[src/core/spc_params.svh]
// pin count and reset constants for the standby pin state control block
`ifndef SPC_PARAMS_SVH
`define SPC_PARAMS_SVH
`define SPC_NUM_PINS       8
`define SPC_RST_OUT        1'h0
`define SPC_RST_OE         1'h0
`define SPC_RST_PU         1'h0
`define SPC_RST_IN         1'h0
`endif

[src/core/spc_pkg.sv]
// types shared by the standby pin state control block
package spc_pkg;
  // power states, one-hot
  typedef enum logic [4:0] {
    SPC_RUN   = 5'h01,
    SPC_SLEEP = 5'h02,
    SPC_STOP  = 5'h04,
    SPC_WATCH = 5'h08,
    SPC_RESET = 5'h10
  } spc_mode_e;
  // per-pin drive request from the port or peripheral logic
  typedef struct packed {
    logic out;
    logic oe;
    logic pu;
  } spc_drive_s;
  // per-pin pad drive towards the board
  typedef struct packed {
    logic out;
    logic oe;
    logic pu;
  } spc_pad_s;
endpackage : spc_pkg

[src/core/spc_pin_ctrl.sv]
// standby pin state control: pad drive and input gating per power state
// the block sits between the port logic and the pads; every output is
// registered, so a pad or input change shows one clock after the request
// that causes it.
// hazard: standby is decoded from the live requests, not from a mode
// register, so the first standby cycle still copies the pad register as it
// stood in run and nothing glitches on entry.
// limitation: select low freezes out, oe and pull-up together; a pull-up
// change asked for during stop or watch with select low only lands after wake-up.
// reset floats every pad without pull-up; the input buffers may toggle,
// but nothing downstream sees them until one clock after release.
`timescale 1ns/10ps
`default_nettype none
`include "spc_params.svh"
module spc_pin_ctrl
  import spc_pkg::*;
#(
  parameter int NPINS   = `SPC_NUM_PINS,
  parameter int CH9_PIN = 1
)(
  // clock and reset
  input  wire logic                  mclk,
  input  wire logic                  sys_rst,
  // power state control
  input  wire logic                  stopReq,
  input  wire logic                  watchReq,
  input  wire logic                  sleepReq,
  input  wire logic                  standby_pin_level_select,
  // port and peripheral side
  input  wire spc_drive_s [NPINS-1:0] pinDrive,
  input  wire logic [NPINS-1:0]      extIrqEn,
  output var  logic [NPINS-1:0]      pinInFunc,
  output var  logic [NPINS-1:0]      pinInIrq,
  output var  logic                  ext_irq_ch9_input,
  // pad side and registered power state
  input  wire logic [NPINS-1:0]      padIn,
  output var  spc_pad_s [NPINS-1:0]  padDrive,
  output var  spc_mode_e             modeOut
);

  // ****************************************
  // power state
  // ****************************************
  spc_mode_e modeD;
  logic      resetHeldQ;

  // next mode from requests; stop wins over watch, watch over sleep
  always_comb
  begin
    if (stopReq)       modeD = SPC_STOP;
    else if (watchReq) modeD = SPC_WATCH;
    else if (sleepReq) modeD = SPC_SLEEP;
    else               modeD = SPC_RUN;
  end

  // reset marker; stays up for the first clock after release
  always_ff @(posedge mclk or posedge sys_rst)
  begin
    if (sys_rst)
    begin
      resetHeldQ <= 1'h1;
    end
    else
    begin
      resetHeldQ <= 1'h0;
    end
  end

  wire logic standby = (modeD == SPC_STOP) || (modeD == SPC_WATCH);

  // ****************************************
  // per-pin drive and input gating
  // ****************************************
  spc_pad_s [NPINS-1:0] padD;
  logic     [NPINS-1:0] inFuncD;
  logic     [NPINS-1:0] inIrqD;

  genvar g;
  generate
    for (g = 0; g < NPINS; g++)
    begin : gPin
      // output path per state
      always_comb
      begin
        padD[g] = padDrive[g];
        if (!standby)
          padD[g] = pinDrive[g];
        else if (standby_pin_level_select)
        begin
          padD[g].oe  = 1'h0;
          padD[g].out = padDrive[g].out;
          padD[g].pu  = pinDrive[g].pu;
        end
        // select low holds the previous pad drive unchanged
        inFuncD[g] = standby ? 1'h0 : padIn[g];
        inIrqD[g]  = (!standby || extIrqEn[g]) ? padIn[g] : 1'h0;
      end
    end
  endgenerate

  // pad and input registers; reset floats all pins and forces inputs idle
  always_ff @(posedge mclk or posedge sys_rst)
  begin
    if (sys_rst)
    begin
      for (int i = 0; i < NPINS; i++)
      begin
        padDrive[i].out <= `SPC_RST_OUT;
        padDrive[i].oe  <= `SPC_RST_OE;
        padDrive[i].pu  <= `SPC_RST_PU;
      end
      pinInFunc         <= '0;
      pinInIrq          <= '0;
      ext_irq_ch9_input <= `SPC_RST_IN;
      modeOut           <= SPC_RESET;
    end
    else
    begin
      padDrive          <= padD;
      pinInFunc         <= inFuncD;
      pinInIrq          <= inIrqD;
      ext_irq_ch9_input <= inIrqD[CH9_PIN];
      modeOut           <= modeD;
    end
  end

  // ****************************************
  // checks
  // ****************************************
  // the first clock after release is still a reset clock, so it is masked too

  // select high: no pad is driven one clock into standby
  a_hiz_select_high: assert property (
    @(posedge mclk) disable iff (sys_rst || resetHeldQ)
    standby && standby_pin_level_select |=> (padDrive & {NPINS{3'h2}}) == '0)
    else $error("pad driven in standby with select high");

  // select low: the whole pad register stays frozen
  a_hold_select_low: assert property (
    @(posedge mclk) disable iff (sys_rst || resetHeldQ)
    standby && !standby_pin_level_select |=> padDrive == $past(padDrive))
    else $error("pad drive changed in standby with select low");

  // port and peripheral inputs are cut in stop and watch
  a_block_inputs: assert property (
    @(posedge mclk) disable iff (sys_rst || resetHeldQ)
    standby |=> pinInFunc == '0)
    else $error("input passed in standby");

  // in stop and watch, interrupt inputs pass only where the request is enabled
  a_irq_pass: assert property (
    @(posedge mclk) disable iff (sys_rst || resetHeldQ)
    standby |=> pinInIrq == ($past(padIn) & $past(extIrqEn)))
    else $error("interrupt input gating wrong");

  // channel 9 still reaches its interrupt logic when enabled
  a_ch9_pass: assert property (
    @(posedge mclk) disable iff (sys_rst || resetHeldQ)
    standby && extIrqEn[CH9_PIN] |=> ext_irq_ch9_input == $past(padIn[CH9_PIN]))
    else $error("channel 9 interrupt not passed");

  // run and sleep pass drive and input straight through
  a_sleep_same: assert property (
    @(posedge mclk) disable iff (sys_rst || resetHeldQ)
    !standby |=> padDrive == $past(pinDrive) && pinInFunc == $past(padIn))
    else $error("sleep or run drive differs");

  // during reset and its first clock out, everything floats and stays quiet
  a_reset_float: assert property (
    @(posedge mclk)
    resetHeldQ |-> padDrive == '0 && pinInFunc == '0 && pinInIrq == '0
      && !ext_irq_ch9_input && modeOut == SPC_RESET)
    else $error("pins not floating after reset");

  // select high: pull-up follows the port logic on every pin
  a_pu_kept: assert property (
    @(posedge mclk) disable iff (sys_rst || resetHeldQ)
    standby && standby_pin_level_select
      |=> (padDrive & {NPINS{3'h1}}) == ($past(pinDrive) & {NPINS{3'h1}}))
    else $error("pull-up lost in standby");

  // select high: the output level bit is kept for wake-up
  a_out_kept_hiz: assert property (
    @(posedge mclk) disable iff (sys_rst || resetHeldQ)
    standby && standby_pin_level_select
      |=> (padDrive & {NPINS{3'h4}}) == ($past(padDrive) & {NPINS{3'h4}}))
    else $error("output level lost in standby");

  // the shared clock and interrupt pin floats with select high
  a_ch9_float: assert property (
    @(posedge mclk) disable iff (sys_rst || resetHeldQ)
    standby && standby_pin_level_select |=> !padDrive[CH9_PIN].oe)
    else $error("channel 9 pin driven in standby");

  // a disabled channel 9 stays silent in standby
  a_ch9_blocked: assert property (
    @(posedge mclk) disable iff (sys_rst || resetHeldQ)
    standby && !extIrqEn[CH9_PIN] |=> !ext_irq_ch9_input)
    else $error("channel 9 passed while disabled");

  // outside standby the interrupt paths see the pads as they are
  a_irq_free_run: assert property (
    @(posedge mclk) disable iff (sys_rst || resetHeldQ)
    !standby |=> pinInIrq == $past(padIn))
    else $error("interrupt input gated outside standby");

  // channel 9 follows its pad outside standby
  a_ch9_run: assert property (
    @(posedge mclk) disable iff (sys_rst || resetHeldQ)
    !standby |=> ext_irq_ch9_input == $past(padIn[CH9_PIN]))
    else $error("channel 9 gated outside standby");

  // sleep alone shows as sleep mode
  a_sleep_mode: assert property (
    @(posedge mclk) disable iff (sys_rst || resetHeldQ)
    sleepReq && !stopReq && !watchReq |=> modeOut == SPC_SLEEP)
    else $error("sleep mode not shown");

  // stop beats every other request
  a_stop_mode: assert property (
    @(posedge mclk) disable iff (sys_rst || resetHeldQ)
    stopReq |=> modeOut == SPC_STOP)
    else $error("stop mode not shown");

  // watch beats sleep
  a_watch_mode: assert property (
    @(posedge mclk) disable iff (sys_rst || resetHeldQ)
    watchReq && !stopReq |=> modeOut == SPC_WATCH)
    else $error("watch mode not shown");

  // per-pin view of the same rules, so a failure names the pin
  generate
    for (g = 0; g < NPINS; g++)
    begin : gChk
      // select high: this pin is released
      a_pin_oe_off: assert property (
        @(posedge mclk) disable iff (sys_rst || resetHeldQ)
        standby && standby_pin_level_select |=> !padDrive[g].oe)
        else $error("pin driven in standby with select high");

      // select low: this pin keeps its drive
      a_pin_held: assert property (
        @(posedge mclk) disable iff (sys_rst || resetHeldQ)
        standby && !standby_pin_level_select |=> padDrive[g] == $past(padDrive[g]))
        else $error("pin drive changed in standby with select low");

      // a pin without enabled interrupt passes nothing in standby
      a_pin_blocked: assert property (
        @(posedge mclk) disable iff (sys_rst || resetHeldQ)
        standby && !extIrqEn[g] |=> !pinInIrq[g] && !pinInFunc[g])
        else $error("pin input passed in standby");
    end
  endgenerate

endmodule : spc_pin_ctrl
`default_nettype wire

[config.mk]
export PLATFORM = sky130hd
export DESIGN_NAME = spc_pin_ctrl
export DESIGN_NICKNAME = d
export VERILOG_FILES = /design/src/core/spc_pkg.sv /design/src/core/spc_pin_ctrl.sv
export VERILOG_INCLUDE_DIRS = /design/src /design/src/core
export SDC_FILE = /design/constraint.sdc
export NUM_CORES = 1
export LEC_CHECK = 0
export BUFFER_PORTS_ARGS = -buffer_cell sky130_fd_sc_hd__buf_2
export CAP_MARGIN = 20
export CORE_MARGIN = 3
export CORE_UTILIZATION = 43
export CTS_CLUSTER_SIZE = 28
export DETAILED_ROUTE_END_ITERATION = 7
export GPL_ROUTABILITY_DRIVEN = 0
export HOLD_SLACK_MARGIN = 0.03
export MAX_ROUTING_LAYER = met4
export PLACE_DENSITY = 0.77
export SYNTH_ARGS = -nofsm -noshare
export SYNTH_HDL_FRONTEND = slang
export SYNTH_SLANG_ARGS = --single-unit
[constraint.sdc]
create_clock -name mclk -period 1.5 [get_ports mclk]
set_input_delay 0.3 -clock mclk [delete_from_list [all_inputs] [get_ports mclk]]
set_output_delay 0.3 -clock mclk [all_outputs]
set_load 0.005 [all_outputs]
Yosys cells after proc, flatten, opt, wreduce, memory -nomap -nowiden
Cells that the tools add are included.

Register bits: 46. Bits of input ports: 46. Output and inout port bits: 46. Logic and storage cells: 76.

Equal/unequal tests: 3. Multiplexer cells: 35. Reduce and logical (&&, ||, !) cells: 10.

Operators with widths (count): 3-bit two-way mux (8); 2-bit two-way mux (9); 1-bit two-way mux (16); 1-bit logical OR (9); 4-bit two-way mux (2); 5-bit by 3-bit == test with 1-bit output (second input constant) (1); 5-bit by 4-bit == test with 1-bit output (second input constant) (1); 2-bit != test (second input constant) (1); 1-bit logical NOT (1).

Logic depth before layout (Yosys ltp)
Depth after elaboration: 8. Gate-level depth with buffers: 3.

Least setup slack after synthesis
OpenSTA, ideal clock, no wires.

Kind: in2reg. Start: input port stopReq. End: register padDrive[0] in the netlist's numbering. Arrival: 0.951 ns. Required time: 1.375 ns. Slack: 0.424 ns. Stages: 2. Cell sequence: o21bai_2 > mux2_2.

Longest elaborated chain between the ends: 4.

Ends and longest elaborated chain: start: declaration (RTL line spc_pin_ctrl.sv:25) `input wire logic stopReq,`; 4-bit two-way mux (*) (RTL line spc_pin_ctrl.sv:50) `if (stopReq) modeD = SPC_STOP;`; 5-bit by 3-bit == test with 1-bit output / 5-bit by 4-bit == test with 1-bit output (equally long branches) (RTL line spc_pin_ctrl.sv:69) `wire logic standby = (modeD == SPC_STOP) || (modeD == SPC_WATCH);`; 1-bit logical OR (*) (RTL line spc_pin_ctrl.sv:69); 2-bit != test (no line) / 3-bit two-way mux (equally long branches); end signal: assignment (RTL line spc_pin_ctrl.sv:119) `padDrive <= padD;`; end: declaration (RTL line spc_pin_ctrl.sv:37) `output var spc_pad_s [NPINS-1:0] padDrive,`.

Mark *: on every way between the ends. The rest lies on a longest branch, timed or not. The select of a mux whose other input is x is not followed. A chain may end at the register's enable or synchronous reset.

Worst setup path in the final report
Start: register modeOut[4]. End: output port modeOut[4].

RTL lines: start: declaration (RTL line spc_pin_ctrl.sv:38) `output var spc_mode_e modeOut`; start signal: assignment (RTL line spc_pin_ctrl.sv:123) `modeOut <= modeD;`.

No word-level cell between the ends.

==> summary.md <==
| Metric | Value |
|---|---|
| Total negative slack for setup checks | `0 ns` |
| RSZ-0062 raised after global routing | `no` |
| Largest stage delay on the critical path | `0.52 ns` |
| Count of vias placed by the detailed router | `1137` |
| Final cell area excluding filler cells | `2290 µm²` |
| Register-to-register setup slack | `0.57 ns` |
| Post-synthesis instance area | `1650 µm²` |
| Areal power density over the cells | `1140 nW/µm²` |
| Clock Root Buffer | `clkbuf_8` |
| CP max FO | `1` |
| Area fraction of the dominant cell type after synthesis | `66.8%` |
| Share of synthesized area occupied by flip-flops and latches | `68.4%` |
| Detailed-route vias per instance | `4.58` |
| Detailed-router iteration count before antenna repair | `4` |
| Final setup vio count | `0` |
| Initial antenna violation count | `0` |
| Wire length of the first global-routing pass | `5.42 mm` |
| Height of the chip | `67.9 µm` |
| Fill cell total of the finished layout | `273` |
| Syn Nets | `150` |
| Hold Buf Count CTS | `0` |
| Highest-count cells in the layout ignoring fill and taps | `91 x buf_2, 44 x dfrtp_1, 24 x mux2_2` |
| Max-Cap Viols | `0` |
| Crit-path slowest cell | `dfstp_2` |
| Flip-flop and latch count after synthesis | `45` |
| Number of I/O port buffers | `91` |
| Overall routing resource usage | `17.2%` |
| Area growth from synthesis to layout | `39.0%` |
| Final hold violation count | `0` |
| Detailed Route Iter0 Violations | `33` |
| Remaining global-route overflow | `0` |
| Half-perimeter wire length of the detailed placement result | `2.82 mm` |
| Static power due to leakage | `0.00123 µW` |
| Setup crit start kind | `flop` |
| Worst r2r src | `padDrive[19]$_DFFE_PP0P_` |
| Clock sinks | `45` |
| Clock H-tree levels | `2` |
| Worst-Skew Late Latency | `0.29 ns` |
| Post-Synth Simple-Gate Area | `8.28%` |
| Chip Width | `67.9 µm` |
| Worst clock skew | `0 ns` |
| Final hold slack | `0.0414 ns` |
| Worst r2r dst | `padDrive[19]$_DFFE_PP0P_` |
| Unique cell type count in the Yosys netlist | `16` |
| Parity-gate share of the synthesized area counting xor and xnor cells | `0%` |
| Part of the cycle the worst path needs | `80.2%` |
| Worst EP required | `1.20 ns` |
| Die ar. | `4610 µm²` |
| List of cells traversed by the critical path | `buf_2` |
| Fmax achieved | `831 MHz` |
| Clock Tree Buf Depth | `2` |
| Placed standard-cell area | `2170 µm²` |
| Clock buffers created by TritonCTS | `5` |
| Clock input transition at the sequential cells of the worst setup and hold paths | `0.08 ns` |
| Initial Utilization | `46.8%` |
| Startpoint-to-endpoint class of the critical path | `reg2out` |
| Combinational family with the most area after synthesis | `multiplexers` |
| Synth Area in Adders | `0%` |
| Share of final-layout standard cells stronger than drive strength 1 | `63.9%` |
| Routed Antenna Nets | `0` |
| Multiplexer fraction of the synthesized cell area | `16.4%` |
| Bufs and invs on worst path | `1` |
| Largest net degree at the start of global routing | `46` |
| Reg2reg path depth | `2` |
| Run status | `finished, final reports clean` |
| Min cycle time layout | `1.20 ns` |
| Post-CTS Setup Repair Bufs | `0` |
| Worst VDD drop | `0.806 mV` |
| Commonest non-fill, non-tap cell in the layout | `buf_2` |
| Quantity of gates resized following cts | `0` |
| Layout net count | `247` |
| Most area-hungry cell type in the Yosys netlist | `dfrtp_1` |
| DR DRC count | `0` |
| Arr. time, crit path | `0.90 ns` |
| Number of top-level pins | `92` |
| CTS tree | `yes` |
| Kind of cell adding the most delay to the critical path | `flip-flops` |
| Leading cell types by total area after synthesis | `dfrtp_1 67%, mux2_2 16%, o21a_1 3.6%, and2_1 3.4%, and2b_1 1.8%` |
| Number of global-route vias before repair | `1147` |
| Floorplan row count | `21` |
| Yosys warns | `0` |
| Capturing element type of the critical path | `primary output` |
| Antenna cell count | `0` |
| Routed length per placed instance | `14.3 µm` |
| Final max-slew violation count | `0` |
| Hold Crit Class | `in2async` |
| Cells after Synth | `104` |
| Post-detailed-routing wire length | `3.54 mm` |
| Synthesized-area fraction occupied by ao, oa, aoi and oai cells | `4.33%` |
| Floorplan core area | `3520 µm²` |
| Mean cell area of the mapped netlist | `15.8 µm²` |
==> through the flow <==
stage / power (µW) / cells / setup WS, ns / utilization [%]
floorplan: 1530 / 104 / 0.142 / -
global placement: 1710 / 240 / 0.204 / 61.7
detailed placement: 1730 / 240 / 0.126 / 61.7
CTS: 2650 / 248 / 0.283 / 65.0
global route: 2750 / 248 / 0.252 / 65.0
finish: 2610 / 248 / 0.297 / 65.0
==> registers in the layout, indices dropped and copies added, names as in the netlist <==
signal	count
padDrive	24
pinInFunc	8
pinInIrq	8
modeOut	5
==> Yosys cell counts <==
cell type  instances
and2_1             9
and2b_1            4
and2b_2            1
buf_2              1
buf_4              1
buf_6              2
conb_1             1
dfrtp_1           44
dfstp_2            1
inv_1              1
mux2_2            24
nor2_4             1
nor2b_1            4
nor3_1             1
o21a_1             8
o21bai_2           1
==> power by group <==
| part | switching (µW) | internal [µW] | total, µW | leakage [µW] |
|---|---|---|---|---|
| Sequential | 38.4 | 1310 | 1350 | 0.000563 |
| Clock | 376 | 543 | 918 | 0.0000585 |
| Combinational | 144 | 202 | 346 | 0.000605 |
==> metal layers <==
layer / global-route usage, % / vias to the layer above / wire, µm / share of wire, %
met2: 30.7 / 45 / 2020 / 57
met4: 5.21 / 0 / 49 / 1.4
li1: - / 537 / - / -
met3: 6.73 / 7 / 247 / 7.0
met5: - / - / 0 / 0
met1: 17.1 / 548 / 1220 / 35
==> final cells by class <==
cell class / count / area [µm²] / share of cell area (%)
inverters: 1 / 3.75 / 0.164
clock buffers: 7 / 86.3 / 3.77
well taps: 46 / 57.6 / 2.51
flip-flops and latches: 45 / 1130 / 49.2
clock inverters: 1 / 30.0 / 1.31
multi-input cells: 54 / 482 / 21.0
repair buffers: 94 / 503 / 22.0
==> logic make-up (layout without fill, tap and decap cells) <==
family / Yosys count / count (layout)
flops: 45 / 45
buf+inv: 5 / 103
compound gates: 9 / 9
simple gates: 20 / 20
other cells: 1 / 1
mux: 24 / 24
==> how the worst max path moves through the flow <==
stage,startpoint,to,slack (ns),cells after the start
floorplan,sys_rst,modeOut[0]$_DFF_PP0_,0.14,1
global placement,stopReq,padDrive[6]$_DFFE_PP0P_,0.20,3
detailed placement,stopReq,padDrive[18]$_DFFE_PP0P_,0.13,3
CTS,modeOut[4]$_DFF_PP1_,modeOut[4],0.28,1
global route,modeOut[4]$_DFF_PP1_,modeOut[4],0.25,1
finish,modeOut[4]$_DFF_PP1_,modeOut[4],0.30,1
No activity file was read; power rests on OpenSTA's default activity.
